==> config.mk <==
export PLATFORM = sky130hd
export DESIGN_NAME = prot_unit_flat
export DESIGN_NICKNAME = d
export VERILOG_FILES = /design/src/prot_pkg.sv /design/src/prot_link_if.sv /design/src/region_match.sv /design/src/prot_unit.sv /design/src/flat_wrapper.sv
export VERILOG_INCLUDE_DIRS = /design/src /design/src/src
export SDC_FILE = /design/constraint.sdc
export NUM_CORES = 1
export LEC_CHECK = 0
export BUFFER_PORTS_ARGS = -buffer_cell sky130_fd_sc_hd__buf_4
export CORE_MARGIN = 4
export CORE_UTILIZATION = 25
export DETAILED_ROUTE_END_ITERATION = 6
export HOLD_SLACK_MARGIN = 0.06
export SYNTH_ARGS = -nofsm -noshare
export SYNTH_HDL_FRONTEND = slang
export SYNTH_SLANG_ARGS = --single-unit
export TNS_END_PERCENT = 1
==> constraint.sdc <==
create_clock -name I_CLK -period 5.6 [get_ports I_CLK]
set_input_delay 0.56 -clock I_CLK [delete_from_list [all_inputs] [get_ports I_CLK]]
set_output_delay 0.56 -clock I_CLK [all_outputs]
set_load 0.03 [all_outputs]
==> src/prot_defines.svh <==
// constants for the protection unit control link and its controller
`ifndef PROT_DEFINES_SVH
`define PROT_DEFINES_SVH
`define NREG        8
`define IDX_W       3
`define HI_W        27
`define HI_LSB      5
`define RA_W        8
`define OFF_CTRL    8'h94
`define OFF_RNR     8'h98
`define OFF_RBAR    8'h9C
`define OFF_RLAR    8'hA0
`define CTRL_EN     0
`define CTRL_HFNMI  1
`define CTRL_PRIV   2
`define CTRL_W      3
`define CTRL_RST    3'h0
`define RNR_W       8
`define RNR_RST     8'h00
`define RBAR_VALID  4
`define RBAR_REG_W  4
`define RLAR_EN     0
`define SCS_LO      32'hE000E000
`define SCS_HI      32'hE000EFFF
`define VT_LO       32'h00000000
`define VT_HI       32'h000003FF
`define A_CMD       12'h000
`define A_ADDR      12'h004
`define A_WDATA     12'h008
`define A_RDATA     12'h00C
`define A_RESULT    12'h010
`define A_STAT      12'h014
`define A_MASK      12'h018
`define CMD_START   0
`define CMD_ACC     1
`define CMD_WR      2
`define CMD_PRIV    3
`define CMD_FETCH   4
`define CMD_HFNMI   5
`define CMD_OFF_LSB 8
`define ST_DONE     0
`define ST_FAULT    1
`define ST_REJECT   2
`define ST_W        3
`define RES_FAULT   0
`define RES_DEF     1
`define RES_NOEXEC  2
`define RES_STRONG  3
`define RES_HIT     4
`define RES_BUSY    5
`define RES_REG_LSB 8
`endif

==> src/prot_pkg.sv <==
// types shared by the protection unit, its controller and the matcher
package prot_pkg;
	typedef enum logic [1:0] {
		ST_IDLE  = 2'b00,
		ST_ISSUE = 2'b01,
		ST_WAIT  = 2'b11,
		ST_DONE  = 2'b10
	} ctl_state_e;
	typedef logic [26:0] addr_hi_t;
	typedef logic [7:0]  region_t;
endpackage

==> src/prot_link_if.sv <==
// link between the protection unit and the core-side controller
`timescale 1ns/1ns
interface prot_link_if;
	logic        reg_req;
	logic        reg_wr;
	logic [7:0]  reg_addr;
	logic [31:0] reg_wdata;
	logic [31:0] reg_rdata;
	logic        reg_ack;
	logic        acc_req;
	logic [31:0] acc_addr;
	logic        acc_priv;
	logic        acc_fetch;
	logic        acc_hfnmi;
	logic        acc_ack;
	logic        acc_fault;
	logic        acc_default;
	logic        acc_noexec;
	logic        acc_strong;
	logic        acc_hit;
	logic [7:0]  acc_region;
	modport unit (
		input  reg_req, reg_wr, reg_addr, reg_wdata, acc_req, acc_addr, acc_priv, acc_fetch, acc_hfnmi,
		output reg_rdata, reg_ack, acc_ack, acc_fault, acc_default, acc_noexec, acc_strong, acc_hit, acc_region
	);
	modport core (
		output reg_req, reg_wr, reg_addr, reg_wdata, acc_req, acc_addr, acc_priv, acc_fetch, acc_hfnmi,
		input  reg_rdata, reg_ack, acc_ack, acc_fault, acc_default, acc_noexec, acc_strong, acc_hit, acc_region
	);
endinterface

==> src/region_match.sv <==
// per-region address compare with overlap detection
`timescale 1ns/1ns
`include "prot_defines.svh"
module region_match
	import prot_pkg::*;
(
	// address under test
	input  wire addr_hi_t i_addr_hi,
	// region table
	input  wire addr_hi_t i_base [`NREG],
	input  wire addr_hi_t i_limit [`NREG],
	input  wire logic     i_en [`NREG],
	// result
	output logic          o_hit,
	output logic          o_multi,
	output region_t       o_index
);
	logic [`NREG-1:0] hits;

	genvar g;
	generate
		for (g = 0; g < `NREG; g++) begin : g_cmp
			assign hits[g] = i_en[g] && (i_addr_hi >= i_base[g]) && (i_addr_hi <= i_limit[g]);
		end
	endgenerate

	assign o_hit   = |hits;
	assign o_multi = |(hits & (hits - `NREG'(1)));

	always_comb begin
		o_index = '0;
		for (int i = 0; i < `NREG; i++) begin
			if (hits[i]) begin
				o_index = region_t'(i);
			end
		end
	end
endmodule

==> src/prot_unit.sv <==
// protection unit: control and region select registers and access check
//
// Decided for this implementation: the placing of the registers and the APB slave port.
`timescale 1ns/1ns
`include "prot_defines.svh"
// Behaviour
// - enable clear means default map for all; the code faults system space fetches even then
// - enabled, no background: unmatched access faults
// - background map only for privileged accesses
// - matching enabled region beats background map
// - background bit ignored while disabled
// - no checking in fault handlers unless enabled
// - handler bit set keeps checking in handlers
// - software never sets handler bit while disabled
// - system space always execute-never, strongly ordered
// - system space and vectors always permitted; the code faults system space fetches
// - background, no regions: privileged only succeeds
// - enabling needs a region or background map
// - select field picks base and limit view
// - software never selects unimplemented region
// - software selects region before base access
// - prohibited access raises hard fault
// - valid base write updates region select
module prot_unit
	import prot_pkg::*;
(
	// clock and reset
	input  wire logic  I_CLK,
	input  wire logic  I_RSTN,
	// link to the core side
	prot_link_if.unit  link,
	// status towards the core
	output logic       O_HARD_FAULT,
	output logic       O_PROT_ENABLE
);
	logic [`CTRL_W-1:0] ctrl_reg;
	logic [`RNR_W-1:0]  rnr_reg;
	addr_hi_t           base_reg [`NREG];
	addr_hi_t           limit_reg [`NREG];
	logic               en_reg [`NREG];

	logic               wr_ctrl;
	logic               wr_rnr;
	logic               wr_rbar;
	logic               wr_rlar;
	logic               rbar_valid;
	logic [`RNR_W-1:0]  wr_sel;
	logic               sel_ok;
	logic [`IDX_W-1:0]  sel_idx;

	logic               hit;
	logic               multi;
	region_t            hit_idx;
	logic               in_scs;
	logic               in_vt;
	logic               checking;
	logic               fault_next;
	logic               def_next;
	logic               hit_next;

	logic [31:0]        rdata_reg;
	logic               rack_reg;
	logic               aack_reg;
	logic               fault_reg;
	logic               def_reg;
	logic               noexec_reg;
	logic               strong_reg;
	logic               hitr_reg;
	region_t            region_reg;

	// register port decode
	assign wr_ctrl    = link.reg_req && link.reg_wr && (link.reg_addr == `OFF_CTRL);
	assign wr_rnr     = link.reg_req && link.reg_wr && (link.reg_addr == `OFF_RNR);
	assign wr_rbar    = link.reg_req && link.reg_wr && (link.reg_addr == `OFF_RBAR);
	assign wr_rlar    = link.reg_req && link.reg_wr && (link.reg_addr == `OFF_RLAR);
	assign rbar_valid = link.reg_wdata[`RBAR_VALID];

	// a valid base write retargets the region before the base lands
	assign wr_sel  = (wr_rbar && rbar_valid) ?
		`RNR_W'(link.reg_wdata[`RBAR_REG_W-1:0]) : rnr_reg;
	// out-of-range selects leave the table untouched
	assign sel_ok  = (wr_sel < `RNR_W'(`NREG));
	assign sel_idx = wr_sel[`IDX_W-1:0];

	always_ff @(posedge I_CLK or negedge I_RSTN) begin
		if (!I_RSTN) begin
			ctrl_reg <= `CTRL_RST;
		end else if (wr_ctrl) begin
			ctrl_reg <= link.reg_wdata[`CTRL_W-1:0];
		end
	end

	always_ff @(posedge I_CLK or negedge I_RSTN) begin
		if (!I_RSTN) begin
			rnr_reg <= `RNR_RST;
		end else if (wr_rnr) begin
			rnr_reg <= link.reg_wdata[`RNR_W-1:0];
		end else if (wr_rbar && rbar_valid) begin
			rnr_reg <= wr_sel;
		end
	end

	genvar g;
	generate
		for (g = 0; g < `NREG; g++) begin : g_region
			always_ff @(posedge I_CLK or negedge I_RSTN) begin
				if (!I_RSTN) begin
					base_reg[g]  <= '0;
					limit_reg[g] <= '0;
					en_reg[g]    <= 1'b0;
				end else if (sel_ok && (sel_idx == `IDX_W'(g))) begin
					if (wr_rbar) begin
						base_reg[g] <= link.reg_wdata[31:`HI_LSB];
					end
					if (wr_rlar) begin
						limit_reg[g] <= link.reg_wdata[31:`HI_LSB];
						en_reg[g]    <= link.reg_wdata[`RLAR_EN];
					end
				end
			end
		end
	endgenerate

	// register reads answer one cycle after the request
	always_ff @(posedge I_CLK or negedge I_RSTN) begin
		if (!I_RSTN) begin
			rdata_reg <= '0;
		end else if (link.reg_req && !link.reg_wr) begin
			if (link.reg_addr == `OFF_CTRL) begin
				rdata_reg <= 32'(ctrl_reg);
			end else if (link.reg_addr == `OFF_RNR) begin
				rdata_reg <= 32'(rnr_reg);
			end else if (link.reg_addr == `OFF_RBAR && sel_ok) begin
				rdata_reg <= {base_reg[sel_idx], `HI_LSB'(0)};
			end else if (link.reg_addr == `OFF_RLAR && sel_ok) begin
				rdata_reg <= {limit_reg[sel_idx], `HI_LSB'(0)} | 32'(en_reg[sel_idx]);
			end else begin
				rdata_reg <= '0;
			end
		end
	end

	always_ff @(posedge I_CLK or negedge I_RSTN) begin
		if (!I_RSTN) begin
			rack_reg <= 1'b0;
		end else begin
			rack_reg <= link.reg_req;
		end
	end

	region_match u_match (
		.i_addr_hi (link.acc_addr[31:`HI_LSB]),
		.i_base    (base_reg),
		.i_limit   (limit_reg),
		.i_en      (en_reg),
		.o_hit     (hit),
		.o_multi   (multi),
		.o_index   (hit_idx)
	);

	assign in_scs = (link.acc_addr >= `SCS_LO) && (link.acc_addr <= `SCS_HI);
	assign in_vt  = (link.acc_addr >= `VT_LO) && (link.acc_addr <= `VT_HI);

	// the background bit is never looked at unless checking is on
	assign checking = ctrl_reg[`CTRL_EN] &&
		(!link.acc_hfnmi || ctrl_reg[`CTRL_HFNMI]);

	always_comb begin
		fault_next = 1'b0;
		def_next   = 1'b0;
		hit_next   = 1'b0;
		if (in_scs && link.acc_fetch) begin
			fault_next = 1'b1;
		end else if (!checking) begin
			def_next = 1'b1;
		end else if (in_scs || in_vt) begin
			def_next = 1'b1;
		end else if (multi) begin
			fault_next = 1'b1;
		end else if (hit) begin
			hit_next = 1'b1;
		end else if (ctrl_reg[`CTRL_PRIV] && link.acc_priv) begin
			def_next = 1'b1;
		end else begin
			fault_next = 1'b1;
		end
	end

	// access answer, registered one cycle after the request
	always_ff @(posedge I_CLK or negedge I_RSTN) begin
		if (!I_RSTN) begin
			aack_reg   <= 1'b0;
			fault_reg  <= 1'b0;
			def_reg    <= 1'b0;
			noexec_reg <= 1'b0;
			strong_reg <= 1'b0;
			hitr_reg   <= 1'b0;
			region_reg <= '0;
		end else begin
			aack_reg <= link.acc_req;
			if (link.acc_req) begin
				fault_reg  <= fault_next;
				def_reg    <= def_next;
				noexec_reg <= in_scs;
				strong_reg <= in_scs;
				hitr_reg   <= hit_next;
				region_reg <= hit_next ? hit_idx : '0;
			end
		end
	end

	assign link.reg_rdata   = rdata_reg;
	assign link.reg_ack     = rack_reg;
	assign link.acc_ack     = aack_reg;
	assign link.acc_fault   = fault_reg;
	assign link.acc_default = def_reg;
	assign link.acc_noexec  = noexec_reg;
	assign link.acc_strong  = strong_reg;
	assign link.acc_hit     = hitr_reg;
	assign link.acc_region  = region_reg;
	// hard fault is a one-cycle pulse with the answer
	assign O_HARD_FAULT     = aack_reg && fault_reg;
	assign O_PROT_ENABLE    = ctrl_reg[`CTRL_EN];
endmodule

==> src/flat_wrapper.sv <==
// flat-port wrapper written by rule: the top's interface ports become plain ports
module prot_unit_flat import prot_pkg::*;
  (I_CLK, I_RSTN, O_HARD_FAULT, O_PROT_ENABLE, link_reg_req, link_reg_wr, link_reg_addr, link_reg_wdata, link_acc_req, link_acc_addr, link_acc_priv, link_acc_fetch, link_acc_hfnmi, link_reg_rdata, link_reg_ack, link_acc_ack, link_acc_fault, link_acc_default, link_acc_noexec, link_acc_strong, link_acc_hit, link_acc_region);
  prot_link_if link_i ();
  input  wire logic I_CLK;
  input  wire logic I_RSTN;
  output logic O_HARD_FAULT;
  output logic O_PROT_ENABLE;
  input wire logic [$bits(link_i.reg_req)-1:0] link_reg_req;
  input wire logic [$bits(link_i.reg_wr)-1:0] link_reg_wr;
  input wire logic [$bits(link_i.reg_addr)-1:0] link_reg_addr;
  input wire logic [$bits(link_i.reg_wdata)-1:0] link_reg_wdata;
  input wire logic [$bits(link_i.acc_req)-1:0] link_acc_req;
  input wire logic [$bits(link_i.acc_addr)-1:0] link_acc_addr;
  input wire logic [$bits(link_i.acc_priv)-1:0] link_acc_priv;
  input wire logic [$bits(link_i.acc_fetch)-1:0] link_acc_fetch;
  input wire logic [$bits(link_i.acc_hfnmi)-1:0] link_acc_hfnmi;
  output wire logic [$bits(link_i.reg_rdata)-1:0] link_reg_rdata;
  output wire logic [$bits(link_i.reg_ack)-1:0] link_reg_ack;
  output wire logic [$bits(link_i.acc_ack)-1:0] link_acc_ack;
  output wire logic [$bits(link_i.acc_fault)-1:0] link_acc_fault;
  output wire logic [$bits(link_i.acc_default)-1:0] link_acc_default;
  output wire logic [$bits(link_i.acc_noexec)-1:0] link_acc_noexec;
  output wire logic [$bits(link_i.acc_strong)-1:0] link_acc_strong;
  output wire logic [$bits(link_i.acc_hit)-1:0] link_acc_hit;
  output wire logic [$bits(link_i.acc_region)-1:0] link_acc_region;
  assign link_i.reg_req = link_reg_req;
  assign link_i.reg_wr = link_reg_wr;
  assign link_i.reg_addr = link_reg_addr;
  assign link_i.reg_wdata = link_reg_wdata;
  assign link_i.acc_req = link_acc_req;
  assign link_i.acc_addr = link_acc_addr;
  assign link_i.acc_priv = link_acc_priv;
  assign link_i.acc_fetch = link_acc_fetch;
  assign link_i.acc_hfnmi = link_acc_hfnmi;
  assign link_reg_rdata = link_i.reg_rdata;
  assign link_reg_ack = link_i.reg_ack;
  assign link_acc_ack = link_i.acc_ack;
  assign link_acc_fault = link_i.acc_fault;
  assign link_acc_default = link_i.acc_default;
  assign link_acc_noexec = link_i.acc_noexec;
  assign link_acc_strong = link_i.acc_strong;
  assign link_acc_hit = link_i.acc_hit;
  assign link_acc_region = link_i.acc_region;
  prot_unit u_core (.I_CLK(I_CLK), .I_RSTN(I_RSTN), .link(link_i), .O_HARD_FAULT(O_HARD_FAULT), .O_PROT_ENABLE(O_PROT_ENABLE));
endmodule
* Yosys cells after proc, flatten, opt, wreduce, memory -nomap -nowiden
Index checks and enable logic that the tools add are counted.
Cells by class: bitwise logic cells 3, add/subtract/negate cells 1, equality and inequality tests 11, magnitude comparators 22, reductions and logical operators 63, mux-type cells 41
Operators by type and width (number):
- $ge A27 B27 Y1 | 8
- $le A27 B27 Y1 | 8
- $bmux W27 S3 | 2
- $mux W32 | 4
- $mux W27 | 4
- $mux W8 | 10
- $logic_and A1 B1 Y1 | 39
- $eq A8 B8 Y1 const B | 4
- $ge A32 B1 Y1 const B | 1
- $ge A32 B32 Y1 const B | 1
- $le A32 B10 Y1 const B | 1
- $le A32 B32 Y1 const B | 1
- $or A32 B1 Y32 | 1
- $reduce_and A2 Y1 | 16
- $mux W1 | 20
- $reduce_or A8 Y1 | 2
- $eq A3 B3 Y1 const B | 4
- $and A8 B8 Y8 | 1
- $lt A8 B4 Y1 const B | 1
- $sub A8 B1 Y8 const B | 1
- $eq A3 B2 Y1 const B | 2
- $ge A4 B4 Y1 const B | 1
- $not A3 Y4 | 1
- $bmux W1 S3 | 1
- other kinds (5) | 7
Word-level totals: output and inout port bits 49, input port bits 80, register bits after elaboration 497, word-level logic and storage cells 175

* Logic depth before layout (Yosys ltp)
depth after elaboration 13, mapped depth 13

* Hierarchy
A second synthesis with hierarchy kept.
Second synthesis, totals: cell total of the unflattened synthesis 3427, area total of the unflattened synthesis 33405.8 µm²
Modules (own cells, without submodules):
- prot_unit | area each 22512.8 µm², times used 1, cells an instance 1896
- region_match | area each 10892.9 µm², times used 1, cells an instance 1531

* Worst setup path before layout
OpenSTA, ideal clock, no wires.
path type input port to flip-flop, start in link_acc_addr[5], end reg u_core.region_reg[0] (netlist: u_core.link.acc_region[0]), setup time 0.104 ns, arrival time 3.231 ns, slack 2.265 ns, stages 12, buffers on the path 0, required time 5.496 ns, cell sequence inv_1 > ha_1 > nand2b_1 > a31oi_1 > o21ai_0 > a211oi_1 > a21oi_1 > o2111ai_1 > nor2_1 > or4_4 > or2_1 > o41ai_2
On the way: longest elaborated chain between the ends 11, elaborated cells on any way between the ends 57, those cells by class add/sub (1); order compare (20); mux (13); bitwise (1); reduce/logical (22)
RTL lines:
- from (decl) | RTL line flat_wrapper.sv:14 | input wire logic [$bits(link_i.acc_addr)-1:0] link_acc_addr;
- $ge A27 B27 Y1 | RTL line region_match.sv:23 | assign hits[g] = i_en[g] && (i_addr_hi >= i_base[g]) && (i_addr_hi <= i_limit[g]);
- $logic_and A1 B1 Y1 (2 in a row) | RTL line region_match.sv:23
- $sub A8 B1 Y8 / $mux W1 (equally long branches) | RTL line region_match.sv:28, region_match.sv:33
- $and A8 B8 Y8 / $mux W8 (equally long branches) | RTL line region_match.sv:28, region_match.sv:33
- $reduce_or A8 Y1 / $mux W8 (equally long branches) | RTL line region_match.sv:28, region_match.sv:33
- $mux W1 / $mux W8 (equally long branches) | RTL line prot_unit.sv:178, region_match.sv:33
- $mux W1 / $mux W8 (equally long branches) | RTL line prot_unit.sv:176, region_match.sv:33
- $mux W1 / $mux W8 (equally long branches) | RTL line prot_unit.sv:174, region_match.sv:33
- $mux W1 / $mux W8 (equally long branches) | RTL line prot_unit.sv:172, region_match.sv:33
- $mux W8 (*) | RTL line prot_unit.sv:207 | region_reg <= hit_next ? hit_idx : '0;
- to (signal assigned) | RTL line prot_unit.sv:207
- to (decl) | RTL line prot_unit.sv:69 | region_t region_reg;
Every way passes the cells marked *; elsewhere a longest branch is shown, timed or not. A chain may end at the register's enable or synchronous reset.

* Final worst setup path
start reg u_core.base_reg[79] in the netlist's numbering, end reg u_core.region_reg[0] (netlist: u_core.link.acc_region[0])
On the way: longest elaborated chain between the ends 11, elaborated cells on any way between the ends 16, those cells by class add/sub (1); order compare (1); mux (9); bitwise (1); reduce/logical (4)
RTL lines:
- from (decl) | RTL line prot_unit.sv:38 | addr_hi_t base_reg [`NREG];
- from (signal, indexed assignment) | RTL line prot_unit.sv:113 | base_reg[g] <= link.reg_wdata[31:`HI_LSB];
- $ge A27 B27 Y1 (*) | RTL line region_match.sv:23
- $logic_and A1 B1 Y1 (*) (2 in a row) | RTL line region_match.sv:23
- $sub A8 B1 Y8 | RTL line region_match.sv:28 | assign o_multi = |(hits & (hits - `NREG'(1)));
- $and A8 B8 Y8 | RTL line region_match.sv:28
- $reduce_or A8 Y1 | RTL line region_match.sv:28
- $mux W1 | RTL line prot_unit.sv:178 | end else if (multi) begin
- $mux W1 | RTL line prot_unit.sv:176 | end else if (in_scs || in_vt) begin
- $mux W1 | RTL line prot_unit.sv:174 | end else if (!checking) begin
- $mux W1 | RTL line prot_unit.sv:172 | if (in_scs && link.acc_fetch) begin
- $mux W8 (*) | RTL line prot_unit.sv:207
Marks and branches as above.

==> flow_metrics.tcl <==
set metrics [dict create \
    status "finished, final reports clean" \
    finalHoldViolCount 0 \
    ys_seq_elements 492 \
    cts_resized 0 \
    place.gp.congestion 0.8619 \
    total_power_mw 8.705 \
    clk_path_buf_depth 3 \
    yosysTopAreaCellShare_pct 37.23 \
    place_inst 5346 \
    num_vias 27780 \
    drt_pass1_iterations 6 \
    core_area_um2 131500 \
    final-setup-viol-count 0 \
    portBuffers 118 \
    synth_area_per_cell_um2 9.191 \
    cts.sinks 492 \
    fin_cells 5460 \
    grt_pass1_wl_um 172800 \
    endpoint_kind "flip-flop" \
    dpl.hpwl_um 81190 \
    synthCells 3598 \
    ys.flop_type "dfrtp_1" \
    crit_type "flip-flop to flip-flop" \
    initial_core_util_pct 25.15 \
    wl_per_cell_um 20.96 \
    p_leak_nw 18.27 \
    grt_max_degree 122 \
    relSlewSlack_pct 29.87 \
    ir_worst_vdd_uv 241.1 \
    grt-ovfl-total 0 \
    maxCapViolCount 0 \
    async_flop_share_pct 100.0 \
    crit_fanout 6 \
    worst_slew_pin_slew_ps 1052 \
    layout_setup_ws_ps 1323 \
    synth_edf_count 0 \
    die_h_um 371.7 \
    area.growth.synth_to_final_pct 15.21 \
    synthDistinctLibCells 75 \
    finClkSkew_ps 29.46 \
    cts_tree "built" \
    antenna_left 0 \
    yosysSeqAreaShare_pct 37.23 \
    crit_arrival_ps 4820 \
    dp_slack_ps 988.1 \
    yosys_warnings 0 \
    drive_above_1_share_pct 15.86 \
    grt_pass1_vias 27471 \
    use_met2_pct 26.54 \
    grt_busiest_layer "met2" \
    cts_buffers 57 \
    critPathLaunchType "flip-flop" \
    io_pins 129 \
    synth_commonest_cells "nand2_1 (576), dfrtp_1 (492), ha_1 (432), inv_1 (431), mux2_2 (285)" \
    die_width_um 371.7 \
    finalCritPeriodShare_pct 76.37 \
    grt_usage_pct 16.28 \
    antenna_found_initial 3 \
    p_per_area_nw_per_um2 228.5 \
    dieArea_um2 138200 \
    cts_root_buffer "clkbuf_16" \
    synth.cell_area_um2 33070 \
    rsz0062_at_grt "no" \
    drt_iter0_markers 2413 \
    synth.largest_area_cell "dfrtp_1" \
    clk_latency_ps 650 \
    tns_ps 0 \
    slew_viol_final 0 \
    grt_use_met3_pct 2.047 \
    rows 133 \
    timing.hold.ws_ps 153.9 \
    use_met1_pct 21.47 \
    postRouteWirelength_um 114400 \
    hold_path.class "primary input to flip-flop" \
    synth_area_leaders "dfrtp_1 (37%), ha_1 (16%), mux2_2 (9.7%)" \
    synthMostInstantiatedCell "nand2_1" \
    fin_crit_ps 4277 \
    vias_per_cell 5.088 \
    path_clk_slew_ps 60 \
    nets 4165 \
    htree_levels 2 \
    cp_data_required_time_ps 6140 \
    drc 0 \
    fmax_mhz 233.8 \
]
[what timing repair did]
action                    CTS  global route
hold buffers                3             0
buffers inserted            0             0
hold endpoints to repair   29             0
[layer usage]
metal | vias up | part of all wire (%)
met2 | 911 | 46
met4 | 0 | 5.0
met3 | 217 | 5.8
met1 | 13805 | 43
met5 | - | 0
li1 | 12847 | -
[path summary, 6_finish.rpt]
| path | start | to | slack (ps) | depth (start not counted) |
|---|---|---|---|---|
| worst max-delay path | u_core.base_reg[79] | u_core.link.acc_region[0] | 1320 | 13 |
| worst min-delay path | link_reg_wdata[4] | u_core.rnr_reg[4] | 150 | 2 |
| worst max register to register | u_core.base_reg[79] | u_core.link.acc_region[0] | 1320 | 13 |
| worst min register to register | u_core.link.reg_rdata[1] | u_core.link.reg_rdata[1] | 480 | 2 |
| max in group asynchronous | I_RSTN | u_core.limit_reg[171] | 3530 | 3 |
| min in group asynchronous | I_RSTN | u_core.base_reg[138] | 460 | 2 |
[cells in the final DEF, fill, tap and decap left out, types with 59 or more instances in the layout]
cell / count
mux2_2: 283
o211ai_1: 120
a21oi_1: 141
buf_4: 168
clkbuf_16: 59
ha_1: 432
o21ai_0: 228
and3_1: 71
inv_1: 431
dfrtp_1: 492
nand2_1: 576
nand3_1: 64
[layout make-up]
cell class	count	area, µm²
repair buffers	179	1446
multi-input cells	2492	18510
clock buffers	80	1615
flip-flops and latches	492	12310
inverters	431	1618
fillers	13877	93370
diodes	3	7.507
clock inverters	28	394.1
well taps	1755	2196
[worst max-delay path: stages, from the launching register on]
cell	delay, ps
dfrtp_1	370
inv_1	50
ha_1	280
a21o_1	190
a211oi_1	580
o311ai_0	260
a211oi_1	760
a21oi_1	150
o2111ai_1	260
buf_4	210
nor2_1	60
or4_4	440
or2_1	260
o41ai_2	300
[power by group]
group          leakage, nW  switching, mW  internal, mW
combinational         11.2          0.686         0.316
sequential            6.07         0.0161          3.58
clock                 1.00           1.64          2.47
total                 18.3           2.34          6.36
[metrics by stage]
stage	instance area (µm²)	utilization, %
2_1_floorplan	33080	-
3_3_place_gp	36050	27.42
3_5_place_dp	36050	27.42
4_1_cts	38090	28.97
5_1_grt	38100	28.98
6_report	38100	28.98
[cells by family after synthesis]
kind of cell / share of synthesized area [%]
multiplexers: 10.20
AO/OA/AOI/OAI: 16.02
adder cells (fa/ha/maj): 16.35
XOR/XNOR: 0.02649
other: 0.01134
AND/OR/NAND/NOR: 12.96
flip-flops: 37.23
buffers and inverters: 7.208
No activity file was read; power rests on OpenSTA's default activity.
